### config.mk
export PLATFORM = sky130hd
export DESIGN_NAME = cps_clock_prescaler
export DESIGN_NICKNAME = d
export VERILOG_FILES = /design/src/hdl/cps_pkg.sv /design/src/hdl/cps_divider.sv /design/src/hdl/cps_clock_prescaler.sv
export SDC_FILE = /design/constraint.sdc
export NUM_CORES = 1
export LEC_CHECK = 0
export BUFFER_PORTS_ARGS = -buffer_cell sky130_fd_sc_hd__buf_2
export CAP_MARGIN = 5
export CORE_MARGIN = 1
export CORE_UTILIZATION = 56
export CTS_CLUSTER_DIAMETER = 200
export DETAILED_ROUTE_END_ITERATION = 10
export GPL_TIMING_DRIVEN = 0
export HOLD_SLACK_MARGIN = 0.03
export MAX_ROUTING_LAYER = met4
export PLACE_DENSITY = 0.79
export SYNTH_ARGS = -nofsm -noshare
export SYNTH_HDL_FRONTEND = slang
export SYNTH_HIERARCHICAL = 1
export SYNTH_SLANG_ARGS = --single-unit
### constraint.sdc
create_clock -name clk -period 2 [get_ports clk]
set_input_delay 0.2 -clock clk [delete_from_list [all_inputs] [get_ports clk]]
set_output_delay 0.2 -clock clk [all_outputs]
set_load 0.05 [all_outputs]
### src/hdl/cps_pkg.sv
// Purpose: shared constants and carrier types for the clock prescaler block
// Assumes: 8-bit special-function register space, one oscillator clock
// Notes: register offsets are byte addresses in that space
package cps_pkg;

   // Register offsets
   localparam logic [7:0] PRESCALER_RELOAD_ADDR        = 8'h97;
   localparam logic [7:0] CORE_CLOCK_SPEED_CONTROL_ADDR = 8'h8f;
   localparam logic [7:0] SPI_CLOCK_SPEED_CONTROL_ADDR  = 8'haf;
   localparam logic [7:0] POWER_CONTROL_ADDR           = 8'h87;

   // Reset values
   localparam logic [7:0] PRESCALER_RELOAD_RESET = 8'hff;
   localparam logic [5:0] SPEED_SEL_RESET        = 6'h00;
   localparam logic       SPI_SPEED_SEL_RESET    = 1'h0;
   localparam logic [3:0] POWER_CONTROL_RESET    = 4'h0;

   // Fastest reload code, bypasses the prescaler
   localparam logic [7:0] RELOAD_FASTEST = 8'hff;

   // Field positions, core clock speed control
   localparam int DOUBLE_SPEED_BIT      = 0;
   localparam int TIMER0_SPEED_SEL_BIT  = 1;
   localparam int WATCHDOG_SPEED_SEL_BIT = 6;
   // Field positions, spi clock speed control
   localparam int SPI_SPEED_SEL_BIT     = 0;
   // Field positions, power control
   localparam int IDLE_REQUEST_BIT      = 0;
   localparam int POWER_DOWN_REQUEST_BIT = 1;
   localparam int USER_FLAG_A_BIT       = 2;
   localparam int USER_FLAG_B_BIT       = 3;

   // Timing counts
   localparam logic [2:0] MACHINE_CYCLE_LAST = 3'h5;   // six core clocks per machine cycle
   localparam int         PERIPH_COUNT       = 7;      // timer0..2, uart, counter array, watchdog, spi

   // Register bus request
   typedef struct packed {
      logic [7:0] addr;
      logic [7:0] wdata;
      logic       wr;
      logic       rd;
   } cps_bus_type;

   // Clock enables handed to the core and the peripherals
   typedef struct packed {
      logic                    cpuTick;
      logic                    machineCycleTick;
      logic [PERIPH_COUNT-1:0] periphTick;
   } cps_ticks_type;

endpackage : cps_pkg

### src/hdl/cps_divider.sv
// Purpose: programmable prescaler dividing a base tick by twice (255 - reload code), all ones passing every tick
// Assumes: tickIn is a one-cycle enable on the same clock
// Notes: a new reload code takes effect at the next period boundary; all ones takes effect at once
module cps_divider (
   input  wire logic       clk,
   input  wire logic       rst,
   input  wire logic       ce,
   input  wire logic       tickIn,
   input  wire logic [7:0] reload,
   output logic            tickOut
);

   typedef struct packed {
      logic [8:0] cnt;
      logic       tick;
   } cps_div_state_type;

   cps_div_state_type st_q;
   cps_div_state_type st_d;
   logic [8:0]        loadVal;

   // Period is twice (255 - reload) base ticks; count loads period minus one
   assign loadVal = {cps_pkg::RELOAD_FASTEST - reload, 1'b0} - 9'h001;

   // Count down on each base tick, reloading at zero
   always_comb begin
      st_d      = st_q;
      st_d.tick = 1'b0;
      if (tickIn) begin
         if (reload == cps_pkg::RELOAD_FASTEST) begin
            st_d.tick = 1'b1;
            st_d.cnt  = 9'h000;
         end else if (st_q.cnt == 9'h000) begin
            st_d.tick = 1'b1;
            st_d.cnt  = loadVal;
         end else begin
            st_d.cnt = st_q.cnt - 9'h001;
         end
      end
   end

   // State register, frozen while the clock enable is low
   always_ff @(posedge clk) begin
      if (rst) begin
         st_q <= '0;
      end else if (ce) begin
         st_q <= st_d;
      end
   end

   assign tickOut = st_q.tick;

   property p_r3;
      @(posedge clk) disable iff (rst)
      (ce && tickIn && st_q.cnt == 9'h000 && reload == 8'h00) |=> (st_q.cnt == 9'h1fd && st_q.tick);
   endproperty
   a_r3: assert property (p_r3) else $error("slowest reload did not load 509");

   property p_r4;
      @(posedge clk) disable iff (rst)
      (ce && tickIn && reload == 8'hff) |=> st_q.tick;
   endproperty
   a_r4: assert property (p_r4) else $error("fastest reload did not pass every tick");

endmodule : cps_divider

### src/hdl/cps_clock_prescaler.sv
// Purpose: oscillator prescaler, double-speed select and power-mode clock gating
// Assumes: clk is the oscillator; strap and wake inputs come from same-clock logic
// Notes: produces clock enables, not gated clocks, for core and peripherals
// Behaviour
// Reset loads reload with all ones: core and peripheral clocks at oscillator/2.
// Any reload code 00h to FFh divides the selected oscillator for both clocks.
// Reload zero gives oscillator/1020 standard, oscillator/510 double speed.
// Reload all ones gives oscillator/2 standard, undivided in double speed.
// Double speed, reload not all ones: divide by 2 x (255 - reload).
// Standard mode, reload not all ones: divide by 4 x (255 - reload).
// Standard mode inserts a halving stage; double speed bypasses it.
// Machine cycle is 12 oscillator periods standard, 6 in double speed.
// Double-speed bit changes take effect only on halved-clock rising edge.
// Reset loads the double-speed bit from the security byte; standard default.
// Double speed gives 6 periods and enables per-peripheral speed bits.
// Per-peripheral speed bits act only while double speed is active.
// Speed bit clear gives 6 periods, set gives 12, per peripheral.
// Power-down request stops all clocks; cleared by reset.
// Idle request freezes core clock only; cleared by interrupt or reset.
// Two user flags in power control, software only, no hardware effect.
// Reload register at 97h, 8 bits, resets to all ones.
// Core and peripheral clocks stay aligned and equal apart from halving.
//
// The plain strobed port was left to the implementer.
module cps_clock_prescaler (
   input  wire logic                           clk,
   input  wire logic                           rst,
   input  wire logic                           ce,
   input  wire logic [7:0]                     addr,
   input  wire logic [7:0]                     wdata,
   input  wire logic                           wr,
   input  wire logic                           rd,
   output logic      [7:0]                     rdata,
   input  wire logic                           securityDoubleSpeed,
   input  wire logic                           interruptWake,
   output logic                                cpuClkTick,
   output logic                                machineCycleTick,
   output logic      [cps_pkg::PERIPH_COUNT-1:0] periphClkTick,
   output logic                                doubleSpeedActive,
   output logic                                idleActive,
   output logic                                powerDownActive
);

   typedef struct packed {
      logic [7:0]            prescalerReload;
      logic [5:0]            speedSel;       // timer0..watchdog selects
      logic                  doubleSpeedReq; // software view
      logic                  spiSpeedSel;
      logic                  userFlagB;
      logic                  userFlagA;
      logic                  powerDownRequest;
      logic                  idleRequest;
      logic                  doubleSpeedAct; // value in force
      logic                  oscHalf;
      logic                  loadStrap;
      logic [2:0]            mcPhase;
      logic                  halfPhase;
      cps_pkg::cps_ticks_type ticks;
      logic [7:0]            rdata;
   } cps_state_type;

   cps_state_type                    st_q;
   cps_state_type                    st_d;
   cps_pkg::cps_bus_type             bus;
   logic                             baseTick;
   logic                             divTick;
   logic                             periphBase;
   logic [cps_pkg::PERIPH_COUNT-1:0] periphSel;
   logic [cps_pkg::PERIPH_COUNT-1:0] periphTickD;

   // Bus bundle, same-clock master so no synchroniser
   assign bus = '{addr: addr, wdata: wdata, wr: wr, rd: rd};

   // Halving stage ticks every second oscillator cycle; double speed bypasses it
   assign baseTick = (st_q.doubleSpeedAct | st_q.oscHalf) & ~st_q.powerDownRequest;

   // Prescaler divides the base tick for core and peripherals alike
   cps_divider u_divider (
      .clk     (clk),
      .rst     (rst),
      .ce      (ce),
      .tickIn  (baseTick),
      .reload  (st_q.prescalerReload),
      .tickOut (divTick)
   );

   // One shared source keeps core and peripheral enables phase-aligned
   assign periphBase = divTick & ~st_q.powerDownRequest;

   // Peripheral select vector, spi on top
   assign periphSel = {st_q.spiSpeedSel, st_q.speedSel};

   // Selected peripherals take every second tick, only in double speed
   generate
      for (genvar i = 0; i < cps_pkg::PERIPH_COUNT; i++) begin : g_periph
         assign periphTickD[i] = periphBase & (~(st_q.doubleSpeedAct & periphSel[i]) | st_q.halfPhase);
      end
   endgenerate

   // Next-state logic: register writes, mode switching, clock enables, read data
   always_comb begin
      st_d       = st_q;
      st_d.rdata = 8'h00;

      // Halving stage runs freely so mode switching has a fixed reference
      st_d.oscHalf = ~st_q.oscHalf;

      // Strap captured one cycle after reset release
      st_d.loadStrap = 1'b0;
      if (st_q.loadStrap) begin
         st_d.doubleSpeedReq = securityDoubleSpeed;
      end

      // Register writes; reserved bits are dropped
      if (bus.wr) begin
         if (bus.addr == cps_pkg::PRESCALER_RELOAD_ADDR) begin
            st_d.prescalerReload = bus.wdata;
         end else if (bus.addr == cps_pkg::CORE_CLOCK_SPEED_CONTROL_ADDR) begin
            st_d.doubleSpeedReq = bus.wdata[cps_pkg::DOUBLE_SPEED_BIT];
            st_d.speedSel = bus.wdata[cps_pkg::WATCHDOG_SPEED_SEL_BIT:cps_pkg::TIMER0_SPEED_SEL_BIT];
         end else if (bus.addr == cps_pkg::SPI_CLOCK_SPEED_CONTROL_ADDR) begin
            st_d.spiSpeedSel = bus.wdata[cps_pkg::SPI_SPEED_SEL_BIT];
         end else if (bus.addr == cps_pkg::POWER_CONTROL_ADDR) begin
            st_d.userFlagB        = bus.wdata[cps_pkg::USER_FLAG_B_BIT];
            st_d.userFlagA        = bus.wdata[cps_pkg::USER_FLAG_A_BIT];
            st_d.powerDownRequest = bus.wdata[cps_pkg::POWER_DOWN_REQUEST_BIT];
            st_d.idleRequest      = bus.wdata[cps_pkg::IDLE_REQUEST_BIT];
         end
      end

      // Interrupt wins over a same-cycle idle write so no wake is lost
      if (interruptWake) begin
         st_d.idleRequest = 1'b0;
      end

      // Mode switch only as the halved clock rises, avoiding a short pulse
      if (!st_q.oscHalf) begin
         st_d.doubleSpeedAct = st_q.doubleSpeedReq;
      end

      // Peripheral halving phase follows the shared tick
      if (divTick) begin
         st_d.halfPhase = ~st_q.halfPhase;
      end

      // Core enable frozen in idle and power-down
      st_d.ticks.cpuTick          = divTick & ~st_q.idleRequest & ~st_q.powerDownRequest;
      st_d.ticks.machineCycleTick = 1'b0;
      if (st_d.ticks.cpuTick) begin
         if (st_q.mcPhase == cps_pkg::MACHINE_CYCLE_LAST) begin
            st_d.mcPhase                = 3'h0;
            st_d.ticks.machineCycleTick = 1'b1;
         end else begin
            st_d.mcPhase = st_q.mcPhase + 3'h1;
         end
      end
      st_d.ticks.periphTick = periphTickD;

      // Read data stand only in the cycle after the strobe
      if (bus.rd) begin
         if (bus.addr == cps_pkg::PRESCALER_RELOAD_ADDR) begin
            st_d.rdata = st_q.prescalerReload;
         end else if (bus.addr == cps_pkg::CORE_CLOCK_SPEED_CONTROL_ADDR) begin
            st_d.rdata = {1'b0, st_q.speedSel, st_q.doubleSpeedReq};
         end else if (bus.addr == cps_pkg::SPI_CLOCK_SPEED_CONTROL_ADDR) begin
            st_d.rdata = {7'h00, st_q.spiSpeedSel};
         end else if (bus.addr == cps_pkg::POWER_CONTROL_ADDR) begin
            st_d.rdata = {4'h0, st_q.userFlagB, st_q.userFlagA, st_q.powerDownRequest, st_q.idleRequest};
         end
      end
   end

   // State register; reset constants, clock enable freezes everything
   always_ff @(posedge clk) begin
      if (rst) begin
         st_q                  <= '0;
         st_q.prescalerReload  <= cps_pkg::PRESCALER_RELOAD_RESET;
         st_q.speedSel         <= cps_pkg::SPEED_SEL_RESET;
         st_q.spiSpeedSel      <= cps_pkg::SPI_SPEED_SEL_RESET;
         {st_q.userFlagB, st_q.userFlagA, st_q.powerDownRequest, st_q.idleRequest}
                               <= cps_pkg::POWER_CONTROL_RESET;
         st_q.loadStrap        <= 1'b1;
      end else if (ce) begin
         st_q <= st_d;
      end
   end

   // Outputs straight from the state register
   assign rdata             = st_q.rdata;
   assign cpuClkTick        = st_q.ticks.cpuTick;
   assign machineCycleTick  = st_q.ticks.machineCycleTick;
   assign periphClkTick     = st_q.ticks.periphTick;
   assign doubleSpeedActive = st_q.doubleSpeedAct;
   assign idleActive        = st_q.idleRequest;
   assign powerDownActive   = st_q.powerDownRequest;

   // Reset leaves the fastest standard setting
   property p_r1;
      @(posedge clk) rst |=> (st_q.prescalerReload == 8'hff && !st_q.doubleSpeedAct);
   endproperty
   a_r1: assert property (p_r1) else $error("reset did not restore reload all ones");

   property p_r9;
      @(posedge clk) disable iff (rst)
      (st_q.doubleSpeedAct != $past(st_q.doubleSpeedAct)) |-> (st_q.oscHalf && !$past(st_q.oscHalf));
   endproperty
   a_r9: assert property (p_r9) else $error("mode changed off the halved clock edge");

   property p_r10;
      @(posedge clk) disable iff (rst)
      (!rst && ce && st_q.loadStrap) |=> (st_q.doubleSpeedReq == $past(securityDoubleSpeed));
   endproperty
   a_r10: assert property (p_r10) else $error("strap not loaded after reset");

   property p_r12;
      @(posedge clk) disable iff (rst)
      (ce && !st_q.doubleSpeedAct) |=> (st_q.ticks.periphTick == {cps_pkg::PERIPH_COUNT{$past(periphBase)}});
   endproperty
   a_r12: assert property (p_r12) else $error("peripheral halved outside double speed");

   property p_r14;
      @(posedge clk) disable iff (rst)
      (ce && st_q.powerDownRequest) |=> (st_q.ticks == '0);
   endproperty
   a_r14: assert property (p_r14) else $error("clock ran during power-down");

   property p_r15;
      @(posedge clk) disable iff (rst)
      (ce && interruptWake) |=> !st_q.idleRequest;
   endproperty
   a_r15: assert property (p_r15) else $error("interrupt did not end idle");

   property p_r15_core;
      @(posedge clk) disable iff (rst)
      (ce && st_q.idleRequest && !st_q.powerDownRequest && divTick) |=> (!st_q.ticks.cpuTick && st_q.ticks.periphTick[0] == $past(periphTickD[0]));
   endproperty
   a_r15_core: assert property (p_r15_core) else $error("idle did not freeze core only");

   property p_r8;
      @(posedge clk) disable iff (rst)
      st_q.ticks.machineCycleTick |-> (st_q.ticks.cpuTick && st_q.mcPhase == 3'h0);
   endproperty
   a_r8: assert property (p_r8) else $error("machine cycle not six core clocks");

   // Standard mode, no idle: peripheral enables coincide with the core enable
   property p_r18;
      @(posedge clk) disable iff (rst)
      (!rst && ce && !st_q.idleRequest && !st_q.doubleSpeedAct)
         |=> (st_q.ticks.periphTick == {cps_pkg::PERIPH_COUNT{st_q.ticks.cpuTick}});
   endproperty
   a_r18: assert property (p_r18) else $error("core and peripheral enables apart");

   property p_r2_write;
      @(posedge clk) disable iff (rst)
      (!rst && ce && wr && addr == cps_pkg::PRESCALER_RELOAD_ADDR) |=> (st_q.prescalerReload == $past(wdata));
   endproperty
   a_r2_write: assert property (p_r2_write) else $error("reload write not taken");

   property p_r17_hold;
      @(posedge clk) disable iff (rst)
      (!rst && !(ce && wr && addr == cps_pkg::PRESCALER_RELOAD_ADDR)) |=> $stable(st_q.prescalerReload);
   endproperty
   a_r17_hold: assert property (p_r17_hold) else $error("reload changed unasked");

   property p_r17_read;
      @(posedge clk) disable iff (rst)
      (!rst && ce && rd && addr == cps_pkg::PRESCALER_RELOAD_ADDR)
         |=> (st_q.rdata == $past(st_q.prescalerReload));
   endproperty
   a_r17_read: assert property (p_r17_read) else $error("reload read wrong");

   property p_r17_rdata;
      @(posedge clk) disable iff (rst)
      (!rst && ce && !rd) |=> (st_q.rdata == 8'h00);
   endproperty
   a_r17_rdata: assert property (p_r17_rdata) else $error("read data stood too long");

   property p_r16_flags;
      @(posedge clk) disable iff (rst)
      (!rst && ce && wr && addr == cps_pkg::POWER_CONTROL_ADDR)
         |=> ({st_q.userFlagB, st_q.userFlagA} == $past(wdata[cps_pkg::USER_FLAG_B_BIT:cps_pkg::USER_FLAG_A_BIT]));
   endproperty
   a_r16_flags: assert property (p_r16_flags) else $error("user flags not written");

   property p_r16_read;
      @(posedge clk) disable iff (rst)
      (!rst && ce && rd && addr == cps_pkg::POWER_CONTROL_ADDR)
         |=> (st_q.rdata[cps_pkg::USER_FLAG_B_BIT] == $past(st_q.userFlagB)
              && st_q.rdata[cps_pkg::USER_FLAG_A_BIT] == $past(st_q.userFlagA));
   endproperty
   a_r16_read: assert property (p_r16_read) else $error("user flags read wrong");

   property p_r14_set;
      @(posedge clk) disable iff (rst)
      (!rst && ce && wr && addr == cps_pkg::POWER_CONTROL_ADDR && wdata[cps_pkg::POWER_DOWN_REQUEST_BIT])
         |=> st_q.powerDownRequest;
   endproperty
   a_r14_set: assert property (p_r14_set) else $error("power-down request lost");

   property p_r15_set;
      @(posedge clk) disable iff (rst)
      (!rst && ce && wr && !interruptWake && addr == cps_pkg::POWER_CONTROL_ADDR
       && wdata[cps_pkg::IDLE_REQUEST_BIT]) |=> st_q.idleRequest;
   endproperty
   a_r15_set: assert property (p_r15_set) else $error("idle request lost");

   property p_r14_reset;
      @(posedge clk) rst |=> (!st_q.powerDownRequest && !st_q.idleRequest);
   endproperty
   a_r14_reset: assert property (p_r14_reset) else $error("reset left a power request");

   property p_r11_core;
      @(posedge clk) disable iff (rst)
      (!rst && ce && wr && addr == cps_pkg::CORE_CLOCK_SPEED_CONTROL_ADDR)
         |=> (st_q.doubleSpeedReq == $past(wdata[cps_pkg::DOUBLE_SPEED_BIT]));
   endproperty
   a_r11_core: assert property (p_r11_core) else $error("double-speed write lost");

   property p_r13_write;
      @(posedge clk) disable iff (rst)
      (!rst && ce && wr && addr == cps_pkg::CORE_CLOCK_SPEED_CONTROL_ADDR)
         |=> (st_q.speedSel == $past(wdata[cps_pkg::WATCHDOG_SPEED_SEL_BIT:cps_pkg::TIMER0_SPEED_SEL_BIT]));
   endproperty
   a_r13_write: assert property (p_r13_write) else $error("speed selects not written");

   property p_r13_spi;
      @(posedge clk) disable iff (rst)
      (!rst && ce && wr && addr == cps_pkg::SPI_CLOCK_SPEED_CONTROL_ADDR)
         |=> (st_q.spiSpeedSel == $past(wdata[cps_pkg::SPI_SPEED_SEL_BIT]));
   endproperty
   a_r13_spi: assert property (p_r13_spi) else $error("spi select not written");

   property p_r13_half;
      @(posedge clk) disable iff (rst)
      (!rst && ce && st_q.doubleSpeedAct && !st_q.halfPhase)
         |=> ((st_q.ticks.periphTick & $past(periphSel)) == '0);
   endproperty
   a_r13_half: assert property (p_r13_half) else $error("halved peripheral ticked early");

   property p_r8_phase;
      @(posedge clk) disable iff (rst)
      (st_q.mcPhase <= cps_pkg::MACHINE_CYCLE_LAST);
   endproperty
   a_r8_phase: assert property (p_r8_phase) else $error("machine phase out of range");

   property p_r15_idle;
      @(posedge clk) disable iff (rst)
      (!rst && ce && st_q.idleRequest) |=> (!st_q.ticks.cpuTick && !st_q.ticks.machineCycleTick);
   endproperty
   a_r15_idle: assert property (p_r15_idle) else $error("core ticked in idle");

   property p_r9_hold;
      @(posedge clk) disable iff (rst)
      (!rst && ce && st_q.oscHalf) |=> $stable(st_q.doubleSpeedAct);
   endproperty
   a_r9_hold: assert property (p_r9_hold) else $error("mode moved off the halved edge");

endmodule : cps_clock_prescaler

==> summary.md, run 1 <==
| Metric | Value |
|---|---|
| Status | `finished, final reports clean` |
| Vias in the first global route | `between 2,000 and 2,500` |
| Largest family of logic cells by synthesized area | `simple AND/OR/NAND/NOR gates` |
| Net Sw Frac | `0.2437` |
| Post-synthesis cell area | `0.002744 mm2` |
| Die width | `roughly 70 um` |
| Met1 wire length | `around 3000 um` |
| Number of remaining DRC errors | `0` |
| Simple-Gate Fraction of Synth Area | `0.2617` |
| Measured slew at the worst slew-check pin | `~0.63 ns` |
| Maximum root-to-sink buffer count | `2` |
| Core area | `0.004723 mm2` |
| Reg2Reg Depth | `6` |
| Mapped Avg Cell Area | `8.443 um2` |
| Critical path launch point | `u_divider/st_q[1]` |
| Final Slew Violations | `0` |
| Overall power | `2.015 mW` |
| PortBufs | `between 40 and 50` |
| DR vias/cell | `about 5.5` |
| Clock root cell | `clkbuf_8` |
| Top_reg_cell synth | `dfxtp_1` |
| Fmax | `0.5206 GHz` |
| Mux cell area share after synthesis | `0.05882` |
| Seq cells post-synth | `54` |
| Chip height | `72 um` |
| Syn nets | `351` |
| Post-synthesis compound-gate area fraction | `0.1769` |
| Routability Congestion | `~0.9` |
| Seq pwr share | `0.543` |
| Clock sink count | `54` |
| Total global routing overflow | `0` |
| Num CTS Buffers | `5` |
| Max FO, Critical Path | `7` |
| Final core occ | `0.6718` |
| Skew-Pair Late Insertion Delay | `0.31 ns` |
| Metal3 WL | `320 um` |
| DP HPWL | `between 4000 and 5000 um` |
| Internal Pwr Total | `1.524 mW` |
| Initial Util | `0.5809` |
| Setup_tns | `0 ns` |
| CP cell instances | `inv_1, ha_1, or3b_2, nor4_2, mux2i_1, o22ai_1` |
| Non-filler instance count after layout | `442` |
| DRT iter0 DRCs | `approximately 140` |
| Lkg Pwr | `~1.4 nW` |
| Cell area after placement | `0.003033 mm2` |
| Final Instance Area | `0.003173 mm2` |
| PD cells | `635.0 mW/mm2` |
| Crit. End Element | `flip-flop` |
| Seq/Total Area, Yosys | `0.3940` |
| Synth top area share | `0.3940` |
| RSZ-0062 raised after global routing | `no` |
| FF-to-FF setup slack | `0.08 ns` |
| Initial antenna violation count | `0` |
| Top layer in use | `met4` |
| Max-cap violations | `0` |
| Pre-CTS setup slack | `about 0.026 ns` |
| Final Setup Violations | `0` |
| WP data required | `2.21 ns` |
| Num rows | `25` |
| Post-synthesis xor/xnor area fraction | `0.01596` |
| Clk_skew | `roughly 0.0072 ns` |
| Peak supply drop | `0.4500 mV` |
| CP Data Arrival Time | `2.13 ns` |
| CP startpoint kind | `flip-flop` |
| Ys Warns | `6` |
| Synthesized instance count | `325` |
| Slowest library cell on the worst path | `or3b_2` |
| Total GRT Usage | `0.2708` |
| Fin crit share | `0.9604` |
| Min-delay worst type | `in2reg` |
| Final Hold Viols | `0` |
| Ys async rst share | `0` |
| 1st-pass router iterations | `4` |
| Share of layout cells above drive strength 1 | `0.2213` |
| Final WL | `6297 um` |
| Fillcell total | `roughly 410` |
| CP max stage delay | `~0.52 ns` |
| Die area | `0.005184 mm2` |
| Final #Nets | `400` |
| Met2 WL | `2884 um` |
| Synth top area cells | `dfxtp_1 39%, a21oi_1 6.7%, mux2i_1 5.5%` |
| Htree depth | `2` |
| Slew headroom | `0.5800` |
| Dominant cell type by area after synthesis | `dfxtp_1` |
| Worst Setup EP | `u_divider/st_q[6]` |
| Layout Area Growth over Synthesis | `15.64%` |
| Routed Antenna Nets | `0` |
| CTS tree | `built` |
| Synth Area in Adders | `0.01368` |
| Crit Path Category | `reg2reg` |
| First-pass GRT wire length | `10,630 um` |
| Via Count | `~2,400` |
| CTS Hold Bufs | `0` |
| Worst hold slack | `roughly 0.14 ns` |
| Number of cells after detailed placement | `~430` |
| Slack of the critical path | `roughly 0.079 ns` |
| Clk pwr share | `0.371` |
| Ant. Diodes | `0` |
| Clk slew on worst S/H paths | `about 0.10 ns` |
| Largest net degree at the start of global routing | `18` |
| Io pins | `43` |
| Worst r2r dst | `u_divider/st_q[6]` |
| Wirelength per Cell | `roughly 14 um` |
| Distinct cells, synth | `60` |
| Worst r2r src | `u_divider/st_q[1]` |
| Min cycle time layout | `about 1.9 ns` |
| Psw | `0.4911 mW` |
| EDFF count, synth | `0` |
| Comb pwr share | `0.085` |
[synth_stat cells (all sizes together) (2+ instances only)]
| master | count |
|---|---|
| dfxtp | 54 |
| a21oi | 38 |
| nor2 | 37 |
| nand2 | 25 |
| buf | 18 |
| mux2i | 15 |
| o21ai | 12 |
| nor3 | 11 |
| clkbuf | 9 |
| nand2b | 9 |
| inv | 8 |
| nand3 | 7 |
| and2 | 5 |
| nand4 | 5 |
| o211ai | 5 |
| and3 | 4 |
| nor2b | 4 |
| or3 | 4 |
| a211oi | 3 |
| a22oi | 3 |
| a31oi | 3 |
| ha | 3 |
| nand3b | 3 |
| nor4 | 3 |
| o22ai | 3 |
| xor2 | 3 |
| and4 | 2 |
| and4b | 2 |
| nand4b | 2 |
| nor3b | 2 |
| nor4b | 2 |
| o2bb2ai | 2 |
| or4 | 2 |
| xnor2 | 2 |
[flip-flops by register name (all words and copies together), names as in the netlist, 7 cells and up]
signal and flops:
st_q 17, u_divider/st_q 9, rdata 8, periphClkTick 7, periphSel 7
[layout make-up]
cell class	instances	area, um2	share of cell area
Timing Repair Buffer	42	212.7	0.06703
Clock inverter	3	43.79	0.01380
Buffer	29	186.4	0.05875
Inverter	8	30.03	0.009464
Multi-Input combinational cell	234	1466	0.4621
Clock buffer	5	68.82	0.02169
Tap cell	67	83.83	0.02642
Sequential cell	54	1081	0.3407
[logic make-up after synthesis]
family / after synthesis
flops: 54
compound gates: 78
xor+xnor: 5
buf+inv: 37
simple gates: 132
mux: 16
fa+ha+maj: 3
[power by group through the flow]
stage                     logic (mW)  registers (mW)  clock network (mW)
final                          0.172            1.09               0.748
after global routing           0.187            1.10               0.810
after CTS                      0.170            1.09               0.759
after detailed placement       0.168            1.12                   0
after global placement         0.167            1.12                   0
after floorplan                0.104            1.12                   0
[routing by layer]
layer	vias to the layer above	track usage
met5	-	-
met4	0	0.1024
met3	9	0.06250
met2	69	0.4140
met1	1120	0.3500
li1	1247	-
[critical path: cells and delay by family, from the launching register on]
family	cells	cell delay [ns]
AOI/OAI and AO/OA	1	0.09
adders and majority gates	1	0.28
buffers and inverters	1	0.11
DFF	1	0.36
muxes	1	0.23
and+or+nand+nor	2	0.75
[cells in the final DEF (no fill, tap or decap), types with 2 or more instances in the layout]
master	instances
o2bb2ai_1	2
mux2i_1	15
clkbuf_1	9
clkbuf_8	5
a22oi_1	3
and2_1	5
nand2b_1	9
a31oi_1	3
nand4b_1	2
nor4_1	2
or4_1	2
a211oi_1	2
a21oi_1	37
xor2_1	3
nand4_1	4
o21ai_0	12
nor2_1	37
or3_1	3
buf_4	16
nand3_1	7
buf_2	43
nand3b_1	3
and3_1	3
nor2b_1	4
nor3_1	11
dfxtp_1	54
o22ai_1	3
inv_1	8
nor3b_1	2
nand2_1	25
xnor2_1	2
ha_1	3
o211ai_1	4
and4b_1	2
[worst min-delay path by stage]
stage / from / end / slack, ns / depth (start not counted)
after global placement: machineCycleTick / machineCycleTick / 0.44 / 2
after floorplan: wdata[1] / periphSel[0] / 0.34 / 2
after detailed placement: rdata[5] / rdata[5] / 0.44 / 2
after global routing: wdata[5] / periphSel[4] / 0.16 / 3
final: wdata[4] / periphSel[3] / 0.14 / 3
after CTS: wdata[4] / periphSel[3] / 0.14 / 3
[repair_timing]
item / CTS / global route
hold endpoints to repair: 0 / 0
endpoints found under the setup margin: 1 / 8
pin swaps: 0 / 1
buffers inserted: 0 / 1
resized for setup: 1 / 3
Note: power is estimated with default switching activity, not from simulation.
==> inputs of run 2 (changes only) <==
--- a/config.mk
+++ b/config.mk
@@ -9,5 +9,5 @@
 export CAP_MARGIN = 5
 export CORE_MARGIN = 1
-export CORE_UTILIZATION = 56
+export CORE_UTILIZATION = 51
 export CTS_CLUSTER_DIAMETER = 200
 export DETAILED_ROUTE_END_ITERATION = 10
@@ -15,5 +15,5 @@
 export HOLD_SLACK_MARGIN = 0.03
 export MAX_ROUTING_LAYER = met4
-export PLACE_DENSITY = 0.79
+export PLACE_DENSITY = 0.76
 export SYNTH_ARGS = -nofsm -noshare
 export SYNTH_HDL_FRONTEND = slang
==> constraint.sdc (replaced) <==
create_clock -name clk -period 1.75 [get_ports clk]
set_input_delay 0.175 -clock clk [delete_from_list [all_inputs] [get_ports clk]]
set_output_delay 0.175 -clock clk [all_outputs]
set_load 0.1 [all_outputs]
==> run 2 against run 1 <==
Net effect: total power grew 14%; global-route usage fell by 1.9 points; worst setup slack worse by 0.028 ns; register-to-register slack worse by 0.03 ns; clock skew increased by 0.0026 ns; die area grew 9.5%; cell count increased by 0.90%; first-iteration DRC count shrank 37%; clock power up 12%; non-clock buffer count up 1.
==> summary.md, run 2 (synthesis gave the netlist of run 1 again) <==
| Metric | Value |
|---|---|
| Status | `finished, final reports clean` |
| Total global routing overflow | `0` |
| Measured slew at the worst slew-check pin | `0.6181 ns` |
| Wirelength per Cell | `14.33 um` |
| Min-delay worst type | `in2reg` |
| PD cells | `between 700 and 800 mW/mm2` |
| Maximum root-to-sink buffer count | `2` |
| Slack of the critical path | `0.05109 ns` |
| Commonest non-fill, non-tap cell in the layout | `dfxtp_1` |
| Initial Util | `0.5338` |
| WP data required | `1.95 ns` |
| DP HPWL | `between 4000 and 5000 um` |
| Worst r2r dst | `u_divider/st_q[9]` |
| Overall power | `~2.3 mW` |
| Fin crit share | `0.9708` |
| Max FO, Critical Path | `6` |
| Fmax | `0.5886 GHz` |
| Num CTS Buffers | `5` |
| Routed Antenna Nets | `0` |
| Min-delay src | `wdata[7]` |
| Clock sink count | `54` |
| Largest net degree at the start of global routing | `18` |
| CP Data Arrival Time | `1.90 ns` |
| 1st-pass router iterations | `4` |
| Routability Congestion | `0.9023` |
| PortBufs | `41` |
| Skew-Pair Late Insertion Delay | `a little over 0.3 ns` |
| Worst Hold End | `st_q[43]` |
| Clk slew on worst S/H paths | `0.10 ns` |
| Share of layout cells above drive strength 1 | `0.2580` |
| Lkg Pwr | `between 1 and 1.5 nW` |
| Min cycle time layout | `1.699 ns` |
| Crit. End Element | `flip-flop` |
| Clock root cell | `clkbuf_8` |
| Initial antenna violation count | `0` |
| Die area | `~0.0057 mm2` |
| Slew headroom | `0.5864` |
| CTS tree | `built` |
| Chip height | `roughly 75 um` |
| Vias in the first global route | `2,266` |
| CP startpoint kind | `flip-flop` |
| Pre-CTS setup slack | `-0.2264 ns` |
| Most frequent cells in the layout | `47 x dfxtp_1, 43 x buf_2, 37 x a21oi_1, 35 x nor2_1, 25 x nand2_1` |
| Final #Nets | `401` |
| Worst r2r src | `u_divider/st_q[4]` |
| Via Count | `2,482` |
| Hold depth | `3` |
| Total GRT Usage | `0.2522` |
| Number of remaining DRC errors | `0` |
| CTS Hold Bufs | `0` |
| Critical path launch point | `u_divider/st_q[4]` |
| FF-to-FF setup slack | `0.05 ns` |
| DR vias/cell | `around 5.6` |
| First-pass GRT wire length | `10,450 um` |
| Reg2Reg Depth | `4` |
| Final Setup Violations | `0` |
| Htree depth | `2` |
| Die width | `75.35 um` |
| Final WL | `around 6400 um` |
| Core area | `0.005140 mm2` |
| Final Slew Violations | `0` |
| Layout Area Growth over Synthesis | `17.78%` |
| Ant. Diodes | `0` |
| DRT iter0 DRCs | `87` |
| RSZ-0062 raised after global routing | `no` |
| Worst hold slack | `0.1204 ns` |
| Peak supply drop | `around 0.50 mV` |
| Clk_skew | `slightly below 0.01 ns` |
| Final Hold Viols | `0` |
| Reg with most FFs | `st_q` |
| Max reg flops | `17` |
| Io pins | `43` |
| Max-cap violations | `0` |
| Crit Path Category | `reg2reg` |
| Num rows | `26` |
## run 2: cell types whose count changed in the layout (fill, tap and decap cells not counted), sizes merged
cell / delta
clkinv: -1
buf: +1
clkbuf: +2
bufinv: -1
## run 2: worst max path at each step
stage	endpoint	cells after the start
2_1_floorplan	u_divider/st_q[8]	6
3_3_place_gp	u_divider/st_q[2]	6
3_5_place_dp	u_divider/st_q[4]	6
4_1_cts	u_divider/st_q[9]	4
5_1_grt	u_divider/st_q[6]	6
6_report	u_divider/st_q[9]	4
## run 2: worst max-delay path, stage by stage, from the launching register on
cell and delay (ns):
dfxtp_1 0.38, or4_4 0.55, or4_1 0.50, o211ai_2 0.09
a21oi_2 0.07
## run 2: layout make-up
cell class              instances  area (um2)
fillers                       471        1908
multi-input cells             234        1499
flip-flops and latches         54        1092
clock inverters                 1       8.758
clock buffers                   7       107.6
inverters                       8       30.03
well taps                      70       87.58
repair buffers                 43       220.2
plain buffers                  29       186.4
## run 2: layer usage
layer,vias to the layer above,global-route usage,share of wire
met2,63,0.4058,0.49
met3,15,0.03836,0.044
met1,1158,0.3190,0.44
met4,0,0.1008,0.023
li1,1246,-,-
met5,-,-,0
## run 2: per-stage QoR
step                setup TNS (ns)  cells  utilization  cell area, um2
floorplan                 -0.07226    325            -            2749
global placement            -1.325    436       0.5918            3042
detailed placement          -1.195    436       0.5918            3042
CTS                              0    445       0.6239            3207
global route                     0    446       0.6288            3232
finish                           0    446       0.6288            3232
## run 2: repair_timing
action / 4_1_cts / 5_1_grt
gates cloned: 0 / 0
pin swaps: 1 / 2
buffers inserted: 1 / 1
setup endpoints to repair: 9 / 5
gates resized for setup: 8 / 10
## run 2: power breakdown
part	internal [mW]	leakage (nW)	switching, mW
Sequential	1.24	0.438	0.00946
Clock	0.414	0.0600	0.424
Combinational	0.0714	0.902	0.145
Total	1.73	1.40	0.579
